$ cat src/rtl/timestamp_pkg.sv
// Operation
// advance the subsecond count on every 5 MHz reference tick, 200 ns each
// clear the subsecond count when the per-second pulse arrives
// subsecond value is 24-bit binary count of 200 ns ticks since clear
// keep time of day as 20-bit BCD hhmmss
// pack BCD from bit 43 down: 2,4,3,4,3,4 bits of hh mm ss
// drive the 44-bit timestamp out as differential pairs
// measure local versus satellite second offset and send it over RS-232
// carry seconds into minutes into hours, hours wrap 23 to 00
package timestamp_pkg;

    // clock and timing figures
    localparam int CLK_HZ = 10_000_000;
    localparam int TICK_NS = 200;
    localparam int REF_HZ = 5_000_000;
    localparam int BAUD_HZ = 9600;
    localparam int BIT_CYCLES = CLK_HZ / BAUD_HZ;
    localparam logic [10:0] BIT_LAST = 11'(BIT_CYCLES - 1);

    // widths and field positions
    localparam int SUB_W = 24;
    localparam int SUPER_W = 20;
    localparam int TS_W = 44;
    localparam int SUPER_LSB = 24;
    localparam logic [22:0] GAP_MAX = 23'h7fffff;

    // digit wrap values
    localparam logic [3:0] UNITS_LAST = 4'h9;
    localparam logic [3:0] TENS6_LAST = 4'h5;
    localparam logic [3:0] HOUR_TENS_LAST = 4'h2;
    localparam logic [3:0] HOUR_UNITS_AT2_LAST = 4'h3;

    // serial frame
    localparam logic [2:0] DATA_LAST = 3'h7;
    localparam logic [1:0] BYTES_LAST = 2'h2;
    localparam logic LINE_IDLE = 1'b1;

    // reset values
    localparam logic [23:0] SUB_RESET = 24'h000000;

    // time of day, msb first: hour tens down to second units
    typedef struct packed {
        logic [1:0] hour_tens;
        logic [3:0] hour_units;
        logic [2:0] min_tens;
        logic [3:0] min_units;
        logic [2:0] sec_tens;
        logic [3:0] sec_units;
    } time_bcd_t;

    // timestamp word: supersecond above subsecond
    typedef struct packed {
        time_bcd_t super_sec;
        logic [23:0] sub_sec;
    } timestamp_t;

    typedef enum logic [1:0] {MEAS_IDLE, MEAS_LOCAL_FIRST, MEAS_SAT_FIRST} meas_state_t;
    typedef enum logic [1:0] {TX_IDLE, TX_START, TX_DATA, TX_STOP} tx_state_t;

endpackage

$ cat src/rtl/event_timestamp_counter.sv
`timescale 1ns/1ps
module event_timestamp_counter (
    // clock and reset
    input wire logic clk_i,
    input wire logic reset_i,
    // reference tick, local and satellite second marks
    input wire logic ref_tick_i,
    input wire logic local_pps_i,
    input wire logic sat_pps_i,
    // time of day preset
    input wire logic set_time_i,
    input wire timestamp_pkg::time_bcd_t set_value_i,
    // differential timestamp to event modules
    output timestamp_pkg::timestamp_t ts_p_o,
    output timestamp_pkg::timestamp_t ts_n_o,
    // offset report line
    output logic offset_tx_o,
    output logic offset_busy_o
);

    typedef struct packed {
        logic [23:0] sub;
        timestamp_pkg::timestamp_t ts;
        timestamp_pkg::meas_state_t meas;
        logic [22:0] gap;
        logic [23:0] result;
        timestamp_pkg::tx_state_t tx;
        logic [10:0] baud;
        logic [2:0] bitn;
        logic [1:0] byten;
        logic [7:0] shreg;
        logic line;
    } core_t;

    core_t state;
    core_t next_state;
    timestamp_pkg::time_bcd_t tod;
    logic [3:0] su;
    logic [3:0] st;
    logic [3:0] mu;
    logic [3:0] mt;
    logic [3:0] hu;
    logic [3:0] ht;
    logic c_su;
    logic c_st;
    logic c_mu;
    logic c_mt;
    logic c_hu;
    logic c_ht;
    logic [3:0] hu_last;
    logic report;
    logic [23:0] report_value;
    logic baud_end;

    // hour units stop at 3 once the tens read 2
    assign hu_last = (ht == timestamp_pkg::HOUR_TENS_LAST) ? timestamp_pkg::HOUR_UNITS_AT2_LAST
        : timestamp_pkg::UNITS_LAST;

    // second, minute, hour carry chain
    bcd_digit u_sec_units (.clk_i(clk_i), .reset_i(reset_i), .load_i(set_time_i),
        .load_value_i(set_value_i.sec_units), .inc_i(local_pps_i), .last_i(timestamp_pkg::UNITS_LAST),
        .digit_o(su), .carry_o(c_su));
    bcd_digit u_sec_tens (.clk_i(clk_i), .reset_i(reset_i), .load_i(set_time_i),
        .load_value_i({1'b0, set_value_i.sec_tens}), .inc_i(c_su), .last_i(timestamp_pkg::TENS6_LAST),
        .digit_o(st), .carry_o(c_st));
    bcd_digit u_min_units (.clk_i(clk_i), .reset_i(reset_i), .load_i(set_time_i),
        .load_value_i(set_value_i.min_units), .inc_i(c_st), .last_i(timestamp_pkg::UNITS_LAST),
        .digit_o(mu), .carry_o(c_mu));
    bcd_digit u_min_tens (.clk_i(clk_i), .reset_i(reset_i), .load_i(set_time_i),
        .load_value_i({1'b0, set_value_i.min_tens}), .inc_i(c_mu), .last_i(timestamp_pkg::TENS6_LAST),
        .digit_o(mt), .carry_o(c_mt));
    bcd_digit u_hour_units (.clk_i(clk_i), .reset_i(reset_i), .load_i(set_time_i),
        .load_value_i(set_value_i.hour_units), .inc_i(c_mt), .last_i(hu_last),
        .digit_o(hu), .carry_o(c_hu));
    bcd_digit u_hour_tens (.clk_i(clk_i), .reset_i(reset_i), .load_i(set_time_i),
        .load_value_i({2'b00, set_value_i.hour_tens}), .inc_i(c_hu), .last_i(timestamp_pkg::HOUR_TENS_LAST),
        .digit_o(ht), .carry_o(c_ht));

    // hhmmss kept as bcd digits
    // pack digits into the 20-bit field, narrow digits cut to size
    assign tod = {ht[1:0], hu, mt[2:0], mu, st[2:0], su};

    // sign and magnitude of the offset: sign set when the satellite came first
    always_comb
    begin
        report = 1'b0;
        report_value = 24'h000000;
        case (state.meas)
            timestamp_pkg::MEAS_IDLE:
            begin
                if (local_pps_i && sat_pps_i)
                    report = 1'b1;
            end
            timestamp_pkg::MEAS_LOCAL_FIRST:
            begin
                report = sat_pps_i && !local_pps_i;
                report_value = {1'b0, state.gap};
            end
            timestamp_pkg::MEAS_SAT_FIRST:
            begin
                report = local_pps_i && !sat_pps_i;
                report_value = {1'b1, state.gap};
            end
            default:
                report = 1'b0;
        endcase
    end

    assign baud_end = (state.baud == timestamp_pkg::BIT_LAST);

    // next state of counter, measurement and serial sender
    always_comb
    begin
        next_state = state;
        // one count per reference tick
        if (ref_tick_i)
            next_state.sub = 24'(state.sub + 24'h000001);
        // second mark clears the count, wins over a tick
        if (local_pps_i)
            next_state.sub = timestamp_pkg::SUB_RESET;
        // binary count beside the time of day, one cycle behind
        next_state.ts = {tod, state.sub};

        // count 100 ns cycles between the two second marks
        if (state.gap != timestamp_pkg::GAP_MAX)
            next_state.gap = 23'(state.gap + 23'h000001);
        case (state.meas)
            timestamp_pkg::MEAS_IDLE:
            begin
                next_state.gap = 23'h000000;
                if (local_pps_i && !sat_pps_i)
                    next_state.meas = timestamp_pkg::MEAS_LOCAL_FIRST;
                else if (sat_pps_i && !local_pps_i)
                    next_state.meas = timestamp_pkg::MEAS_SAT_FIRST;
            end
            timestamp_pkg::MEAS_LOCAL_FIRST:
            begin
                // a repeated local mark restarts, the missing one is not reported
                if (local_pps_i)
                    next_state.gap = 23'h000000;
                else if (sat_pps_i)
                    next_state.meas = timestamp_pkg::MEAS_IDLE;
            end
            timestamp_pkg::MEAS_SAT_FIRST:
            begin
                if (sat_pps_i)
                    next_state.gap = 23'h000000;
                else if (local_pps_i)
                    next_state.meas = timestamp_pkg::MEAS_IDLE;
            end
            default:
                next_state.meas = timestamp_pkg::MEAS_IDLE;
        endcase

        // three bytes, 8N1, lsb first; a result during a send is dropped
        next_state.baud = baud_end ? 11'h000 : 11'(state.baud + 11'h001);
        case (state.tx)
            timestamp_pkg::TX_IDLE:
            begin
                next_state.baud = 11'h000;
                if (report)
                begin
                    next_state.result = report_value;
                    next_state.shreg = report_value[23:16];
                    next_state.byten = 2'h0;
                    next_state.line = 1'b0;
                    next_state.tx = timestamp_pkg::TX_START;
                end
            end
            timestamp_pkg::TX_START:
            begin
                if (baud_end)
                begin
                    next_state.line = state.shreg[0];
                    next_state.bitn = 3'h0;
                    next_state.tx = timestamp_pkg::TX_DATA;
                end
            end
            timestamp_pkg::TX_DATA:
            begin
                if (baud_end)
                begin
                    if (state.bitn == timestamp_pkg::DATA_LAST)
                    begin
                        next_state.line = timestamp_pkg::LINE_IDLE;
                        next_state.tx = timestamp_pkg::TX_STOP;
                    end
                    else
                    begin
                        next_state.shreg = {1'b0, state.shreg[7:1]};
                        next_state.line = state.shreg[1];
                        next_state.bitn = 3'(state.bitn + 3'h1);
                    end
                end
            end
            timestamp_pkg::TX_STOP:
            begin
                if (baud_end)
                begin
                    if (state.byten == timestamp_pkg::BYTES_LAST)
                        next_state.tx = timestamp_pkg::TX_IDLE;
                    else
                    begin
                        next_state.byten = 2'(state.byten + 2'h1);
                        next_state.shreg = (state.byten == 2'h0) ? state.result[15:8] : state.result[7:0];
                        next_state.line = 1'b0;
                        next_state.tx = timestamp_pkg::TX_START;
                    end
                end
            end
            default:
                next_state.tx = timestamp_pkg::TX_IDLE;
        endcase
    end

    // state register
    always_ff @(posedge clk_i)
    begin
        if (reset_i)
        begin
            state <= '0;
            state.meas <= timestamp_pkg::MEAS_IDLE;
            state.tx <= timestamp_pkg::TX_IDLE;
            state.line <= timestamp_pkg::LINE_IDLE;
        end
        else
            state <= next_state;
    end

    // true and complement copies of the registered word
    assign ts_p_o = state.ts;
    assign ts_n_o = ~state.ts;
    assign offset_tx_o = state.line;
    assign offset_busy_o = (state.tx != timestamp_pkg::TX_IDLE);

    // tick advances count; the reset edge itself is excluded, its update is the reset
    a_tick_count: assert property (@(posedge clk_i) disable iff (reset_i)
        (!reset_i && ref_tick_i && !local_pps_i) |=> (state.sub == $past(state.sub) + 24'h000001))
        else $error("subsecond count did not advance on tick");

    // no tick, no change
    a_hold_count: assert property (@(posedge clk_i) disable iff (reset_i)
        (!reset_i && !ref_tick_i && !local_pps_i) |=> $stable(state.sub))
        else $error("subsecond count moved without tick");

    // mark clears output
    a_pps_clear: assert property (@(posedge clk_i) disable iff (reset_i)
        local_pps_i |=> ##1 (ts_p_o.sub_sec == 24'h000000))
        else $error("subsecond field not cleared after second mark");

    // output follows count
    a_sub_output: assert property (@(posedge clk_i) disable iff (reset_i)
        !reset_i |=> (ts_p_o.sub_sec == $past(state.sub)))
        else $error("subsecond output does not follow count");

    // bcd digit range
    a_tod_range: assert property (@(posedge clk_i) disable iff (reset_i)
        (ts_p_o.super_sec.sec_units <= 4'h9) && (ts_p_o.super_sec.min_units <= 4'h9))
        else $error("time of day digit out of range");

    // field placement
    a_tod_pack: assert property (@(posedge clk_i) disable iff (reset_i)
        !reset_i |=> (ts_p_o.super_sec == $past(tod)))
        else $error("supersecond field misplaced");

    // pair halves complementary
    a_diff_pair: assert property (@(posedge clk_i) disable iff (reset_i)
        (ts_n_o == ~ts_p_o))
        else $error("differential pair not complementary");

    // report opens frame
    a_report_start: assert property (@(posedge clk_i) disable iff (reset_i)
        (!reset_i && report && !offset_busy_o) |=> (!offset_tx_o && offset_busy_o) [*2])
        else $error("offset report did not start with a start bit");

    // hour tens carry only leaves 23, so both hour digits return to zero
    a_hour_wrap: assert property (@(posedge clk_i) disable iff (reset_i)
        (!reset_i && c_ht && !set_time_i) |=> (ht == 4'h0 && hu == 4'h0))
        else $error("hours did not wrap from 23");

endmodule

$ cat src/rtl/bcd_digit.sv
`timescale 1ns/1ps
module bcd_digit (
    // clock and reset
    input wire logic clk_i,
    input wire logic reset_i,
    // control
    input wire logic load_i,
    input wire logic [3:0] load_value_i,
    input wire logic inc_i,
    input wire logic [3:0] last_i,
    // result
    output logic [3:0] digit_o,
    output logic carry_o
);

    typedef struct packed {
        logic [3:0] digit;
    } digit_state_t;

    digit_state_t state;
    digit_state_t next_state;

    // wrap to zero past the last value, carry to the next digit
    always_comb
    begin
        next_state = state;
        if (load_i)
        begin
            next_state.digit = load_value_i;
        end
        else if (inc_i)
        begin
            next_state.digit = carry_o ? 4'h0 : 4'(state.digit + 4'h1);
        end
    end

    assign carry_o = inc_i && (state.digit >= last_i);
    assign digit_o = state.digit;

    always_ff @(posedge clk_i)
    begin
        if (reset_i)
            state <= '0;
        else
            state <= next_state;
    end

    // digit wraps to zero
    a_digit_wrap: assert property (@(posedge clk_i) disable iff (reset_i)
        (!reset_i && carry_o && !load_i) |=> (digit_o == 4'h0))
        else $error("digit did not wrap after carry");

    // digit steps by one
    a_digit_step: assert property (@(posedge clk_i) disable iff (reset_i)
        (!reset_i && inc_i && !carry_o && !load_i) |=> (digit_o == $past(digit_o) + 4'h1))
        else $error("digit did not advance by one");

endmodule

$ cat config.mk
export PLATFORM = sky130hd
export DESIGN_NAME = event_timestamp_counter
export DESIGN_NICKNAME = d
export VERILOG_FILES = /design/src/rtl/timestamp_pkg.sv /design/src/rtl/event_timestamp_counter.sv /design/src/rtl/bcd_digit.sv
export SDC_FILE = /design/constraint.sdc
export NUM_CORES = 1
export LEC_CHECK = 0
export BUFFER_PORTS_ARGS = -buffer_cell sky130_fd_sc_hd__clkbuf_2
export CORE_AREA = 2 2 125 127
export DETAILED_ROUTE_END_ITERATION = 7
export DIE_AREA = 0 0 127 129
export PLACE_DENSITY = 0.76
export SLEW_MARGIN = 10
export SYNTH_ARGS = -nofsm -noshare
export SYNTH_HDL_FRONTEND = slang
export SYNTH_SLANG_ARGS = --single-unit
export TNS_END_PERCENT = 1
$ cat constraint.sdc
create_clock -name clk_i -period 1.9 [get_ports clk_i]
set_clock_uncertainty 0.15 [all_clocks]
set_input_delay 0.19 -clock clk_i [delete_from_list [all_inputs] [get_ports clk_i]]
set_output_delay 0.19 -clock clk_i [all_outputs]
set_load 0.01 [all_outputs]
==> metrics.cfg, run 1 <==
[critical_path]
crit_path_frequent_cell=ha_4
critPathMaxStageDelay_ps=560
crit_chain=inv_2 > ha_4 > nand2_2 > ha_4 > a211o_1 > a21oi_2 > or4_1 > a311oi_2
crit_required_ps=2090
slowest_stage=or4_1
setup.worst_path.start_class=flip-flop
cp_top_family=simple AND/OR/NAND/NOR gates
crit_type=flip-flop to flip-flop
crit_path_max_fanout=4
cp-end-kind=flip-flop
arrival_ps=2360
crit_buf_inv=1

[global_routing]
grt_pass1_vias=6421
grtUsageTotal_pct=22.2
antenna_found_initial=0
overflow=0
grt_max_degree=76
grt_pass1_wl_mm=29.6

[sta]
fmax_mhz=461
post-route-period-util_pct=114
setup_slack_ps=-270
slew_viol_final=0
worstMarginPinSlew_ps=578
finalHoldViolations=0
rsz0062_at_grt=true
fin_tns_setup_ps=-3610
period_minus_slack_ps=2170
relSlewSlack_pct=61.4
final-setup-viol-count=48

[logic_synthesis]
ys_seq_elements=160
synth_top_area_cell=dfxtp_1
synthCells=895
synth-async-reset-ratio_pct=0
syn_area_sq_mm=0.00768
ys.flop_type=dfxtp_1
synth_top_area_share_pct=41.7
synth_area_leaders=dfxtp_1 (42%), ha_1 (6.0%), nor2_1 (5.0%)
ys_seq_area_share_pct=41.7
yosysUniqueCellTypes=65
yosys_warnings=0
synth_edf_count=0
synth.avg_cell_area_sq_um=8.58
synthesis.nets=958

[clock_network]
clock-sinks=160
path_clk_slew_ps=70
cts_inserted_buffers=17
clockRootBuffer=clkbuf_16
htreeDepth=4
cts_tree=built
clk_path_buf_depth=2
clk_latency_ps=430

[layout]
layout.nets=1160
nFillCells=1077
stdcell_area_sq_mm=0.0101
multi_input_area_sq_mm=0.00396
syn_to_final_growth_pct=32.1
final_cell_count_no_fill=1298
num_antenna_cells=0
register_area_sq_mm=0.00322
layout-drive-gt1-share_pct=32.2

[worst_hold_path]
worstHoldPathType=input pin to flip-flop

[floorplan]
rows=45
core_area_sq_mm=0.0150
ios=116
start_util_pct=51.3
die_w_um=127
die_area_sq_mm=0.0164
die_y_um=129

[power_and_ir_drop]
p_leak_nw=4.16
irDropWorstVdd_uv=625
power_density_mw_per_mm2=902

[detailed_routing]
drtAntennaViolNets=0
routed_wl_mm=18.7
dr.pass1.iters=6
wl_per_cell_um=14.4
via_count=6933
drc=0
drtIter0Drc=522
vias_per_cell=5.34

[placement]
gp_congestion=0.882
place_area_sq_mm=0.00909
port-buffer-count=115
dp_hpwl_mm=12.2
placedCellCount=1242

[outcome]
status=finished, violations left
violations=negative setup slack

[flow_run]
maxCapViolCount=0

-- synth_stat cells (all sizes together) (3+ instances only) --
| library cell | count |
|---|---|
| o21ai | 22 |
| nor3 | 21 |
| ha | 37 |
| a221oi | 7 |
| inv | 85 |
| o211ai | 5 |
| mux2 | 9 |
| a2111oi | 3 |
| nand2b | 5 |
| nand4 | 15 |
| a41oi | 5 |
| a32oi | 3 |
| nor4 | 10 |
| a211oi | 13 |
| a21oi | 44 |
| or2 | 3 |
| dfxtp | 160 |
| nor4b | 3 |
| nor2b | 35 |
| nand2 | 57 |
| a31oi | 8 |
| clkbuf | 28 |
| mux2i | 8 |
| a21o | 4 |
| and3 | 12 |
| nand3 | 41 |
| a311oi | 3 |
| o31ai | 5 |
| and4 | 5 |
| xor2 | 18 |
| and2 | 5 |
| a222oi | 8 |
| nor2 | 103 |
| or3 | 12 |
| or4 | 7 |
| buf | 52 |
| xnor2 | 16 |
-- what timing repair did --
action | CTS | global route
pin swaps | 18 | 9
gates resized for setup | 33 | 24
setup buffers | 3 | 0
endpoints found under the setup margin | 73 | 81
hold endpoints to repair | 23 | 0
hold buffers | 21 | 0
-- metrics by stage --
stage	power (mW)	hold WS, ps	setup WS (ps)	util, %
2_1_floorplan	4.92	177	-123	-
3_3_place_gp	5.64	285	-149	60.7
3_5_place_dp	5.69	291	-201	60.7
4_1_cts	9.10	46.6	-159	67.0
5_1_grt	9.59	79.0	-356	67.7
6_report	9.14	53.4	-270	67.7
-- state kept, by name, indices dropped and copies added (netlist names) --
signal                flops
next_state               24
u_min_tens.digit_o        4
state                    67
offset_tx_o               1
u_hour_units.digit_o      4
u_min_units.digit_o       4
u_sec_units.digit_o       4
u_hour_tens.digit_o       4
ts_p_o                   44
u_sec_tens.digit_o        4
-- worst min-delay path, stage by stage --
cell and delay, ps:
clkbuf_2 70, and2_1 130, a31oi_1 50, a21oi_1 150
-- power by group --
part | leakage (nW) | internal [mW] | total (mW) | switching, mW
Sequential | 1.30 | 3.54 | 3.69 | 0.144
Combinational | 2.57 | 1.02 | 2.15 | 1.13
Clock | 0.281 | 1.80 | 3.31 | 1.50
Total | 4.16 | 6.37 | 9.14 | 2.77
-- layout make-up --
cell class	instances	area share [%]
multi-input combinational	570	39.1
inverter	85	3.20
tap	188	2.32
clock buffer	20	4.50
sequential	160	31.7
timing repair buffer	263	18.0
clock inverter	12	1.15
-- logic make-up (layout without fill, tap and decap cells) --
| kind of cell | after synthesis | after routing | share of synthesized area [%] |
|---|---|---|---|
| simple gates | 337 | 337 | 22.3 |
| buf+inv | 165 | 380 | 10.4 |
| flops | 160 | 160 | 41.7 |
| compound gates | 145 | 145 | 13.3 |
| fa+ha+maj | 37 | 37 | 6.03 |
| xor+xnor | 34 | 34 | 3.88 |
| mux | 17 | 17 | 2.36 |
-- path summary, 6_finish.rpt --
| kind | start | to | slack [ps] | depth (start not counted) |
|---|---|---|---|---|
| worst max-delay path | u_hour_tens.digit_o[0] | u_hour_tens.digit_o[0] | -270 | 8 |
| worst min-delay path | set_value_i[16] | u_hour_units.digit_o[2] | 50 | 4 |
| worst max register to register | u_hour_tens.digit_o[0] | u_hour_tens.digit_o[0] | -270 | 8 |
| worst min register to register | state[38] | state[38] | 300 | 2 |
-- cell usage in the layout (no fill, tap or decap), types with 17 or more instances in the layout --
cell type        n
xor2_1          18
nand3_1         41
dlygate4sd3_1   21
clkbuf_2       114
buf_4          119
clkbuf_16       17
nor3_1          19
nor2_1          97
nand2_1         54
ha_1            28
o21ai_0         21
inv_1           80
a21oi_1         41
nor2b_1         34
dfxtp_1        149
-- metal layers --
metal	global-route usage (%)	routed length [um]	up-vias
li1	-	-	3428
met1	26.6	7910	3270
met2	39.4	9560	200
met3	5.24	839	35
met4	7.43	342	0
met5	0	0	-
Note: power is estimated with default switching activity, not from simulation.
==> run 2: changes to the inputs <==
Settings changed: MAX_ROUTING_LAYER set to met4.
==> metrics.cfg, run 2 (synthesized netlist as in run 1, its figures left out) <==
[critical_path]
reg2reg_slack_ps=-270
r2r-start=u_hour_tens.digit_o[0]
crit_required_ps=2090
setup.worst_path.start_class=flip-flop
cp-end-kind=flip-flop
worstSetupEndpoint=u_hour_tens.digit_o[0]
r2r-end=u_hour_tens.digit_o[0]
crit_path_max_fanout=4
arrival_ps=2360
crit_type=flip-flop to flip-flop
crit_start=u_hour_tens.digit_o[0]
worstRegToRegCells=8

[power_and_ir_drop]
power.share.clock_pct=36.2
irDropWorstVdd_uv=632
p_leak_nw=4.16
switchingPower_mw=2.77
p_seq_share_pct=40.4
power_density_mw_per_mm2=902
p_sw_share_pct=30.4
p_int_mw=6.36
p_comb_share_pct=23.4
total_power_mw=9.14

[detailed_routing]
via_count=6953
routed_wl_mm=18.7
drc=0
drtAntennaViolNets=0
drtIter0Drc=551
dr.pass1.iters=6
vias_per_cell=5.36
wl_per_cell_um=14.4

[outcome]
violations=negative setup slack
status=finished, violations left

[floorplan]
core_area_sq_mm=0.0150
rows=45
die_y_um=129
ios=116
die_w_um=127
die_area_sq_mm=0.0164
start_util_pct=51.3

[placement]
dp_hpwl_mm=12.2
placedCellCount=1242
port-buffer-count=115
place_area_sq_mm=0.00909
dpl_worst_slack_ps=-201
gp_congestion=0.896

[clock_network]
cts_tree=built
path_clk_slew_ps=70
clockRootBuffer=clkbuf_16
htreeDepth=4
cts_inserted_buffers=17
clk_latency_ps=430
clk_path_buf_depth=2
clock-sinks=160

[layout]
layout-drive-gt1-share_pct=32.0
mostFrequentLayoutCells=dfxtp_1 (149), buf_4 (119), clkbuf_2 (114), nor2_1 (97), inv_1 (80)
num_antenna_cells=0
top_register=state
nFillCells=1075
postLayoutCoreUtil_pct=67.7
layout.nets=1160
final_cell_count_no_fill=1298
syn_to_final_growth_pct=32.0
stdcell_area_sq_mm=0.0101
mostFrequentLayoutCell=dfxtp_1
largest_reg_flops=67

[sta]
final-setup-viol-count=53
rsz0062_at_grt=true
period_minus_slack_ps=2170
slew_viol_final=0
relSlewSlack_pct=60.6
post-route-period-util_pct=114
finalHoldViolations=0
fmax_mhz=461
hold-worst-slack_ps=55.6
worstMarginPinSlew_ps=591
setup_slack_ps=-270
fin_tns_setup_ps=-3770

[worst_hold_path]
hold_start=set_value_i[16]
worstHoldPathType=input pin to flip-flop
hold_depth=4

[global_routing]
grt_pass1_vias=6419
grt_max_degree=76
grtUsageTotal_pct=22.9
grt_pass1_wl_mm=29.6
overflow=0
antenna_found_initial=0

[flow_run]
maxCapViolCount=0

==> run 2: cell counts in the layout (fill, tap and decap cells not counted) <==
Identical to the previous run, type by type.
==> run 2: area by class of cell <==
type | instances | area (sq um) | share of cell area (%)
timing repair buffer | 263 | 1830 | 18.0
multi-input combinational | 570 | 3950 | 39.0
clock inverter | 12 | 116 | 1.15
sequential | 160 | 3220 | 31.8
inverter | 85 | 324 | 3.20
tap | 188 | 235 | 2.32
clock buffer | 20 | 457 | 4.51
==> run 2: per-layer routing <==
| metal | wire length, um | part of all wire [%] | GRT usage (%) | vias up |
|---|---|---|---|---|
| li1 | - | - | - | 3425 |
| met1 | 7960 | 42 | 26.5 | 3284 |
| met2 | 9580 | 51 | 39.5 | 205 |
| met3 | 837 | 4.5 | 5.03 | 39 |
| met4 | 347 | 1.9 | 8.02 | 0 |
| met5 | 0 | 0 | - | - |
==> run 2: how the worst min path moves through the flow <==
stage	end	slack (ps)
after floorplan	next_state[76]	180
after global placement	state[39]	290
after detailed placement	state[38]	290
after CTS	u_hour_units.digit_o[2]	50
after global routing	u_hour_units.digit_o[2]	80
final	u_hour_units.digit_o[2]	60
==> run 2: power by group through the flow <==
stage                     sequential (mW)  clock, mW  combinational, mW
after floorplan                      3.74          0               1.19
after global placement               3.74          0               1.90
after detailed placement             3.74          0               1.95
after CTS                            3.68       3.34               2.08
after global routing                 3.71       3.53               2.33
final                                3.69       3.31               2.14
==> run 2: repair_timing <==
action,CTS,global route
endpoints found under the setup margin,73,81
resized for setup,33,22
hold endpoints to repair,23,0
pin swaps,18,8
hold buffers,21,0
setup buffers,3,0
==> run 2: critical path, stage by stage (launching register included) <==
cell      delay, ps
dfxtp_2         330
inv_2            70
ha_4            130
nand2_2          70
ha_4            260
a211o_1         160
a21oi_2          90
or4_1           560
a311oi_2        260
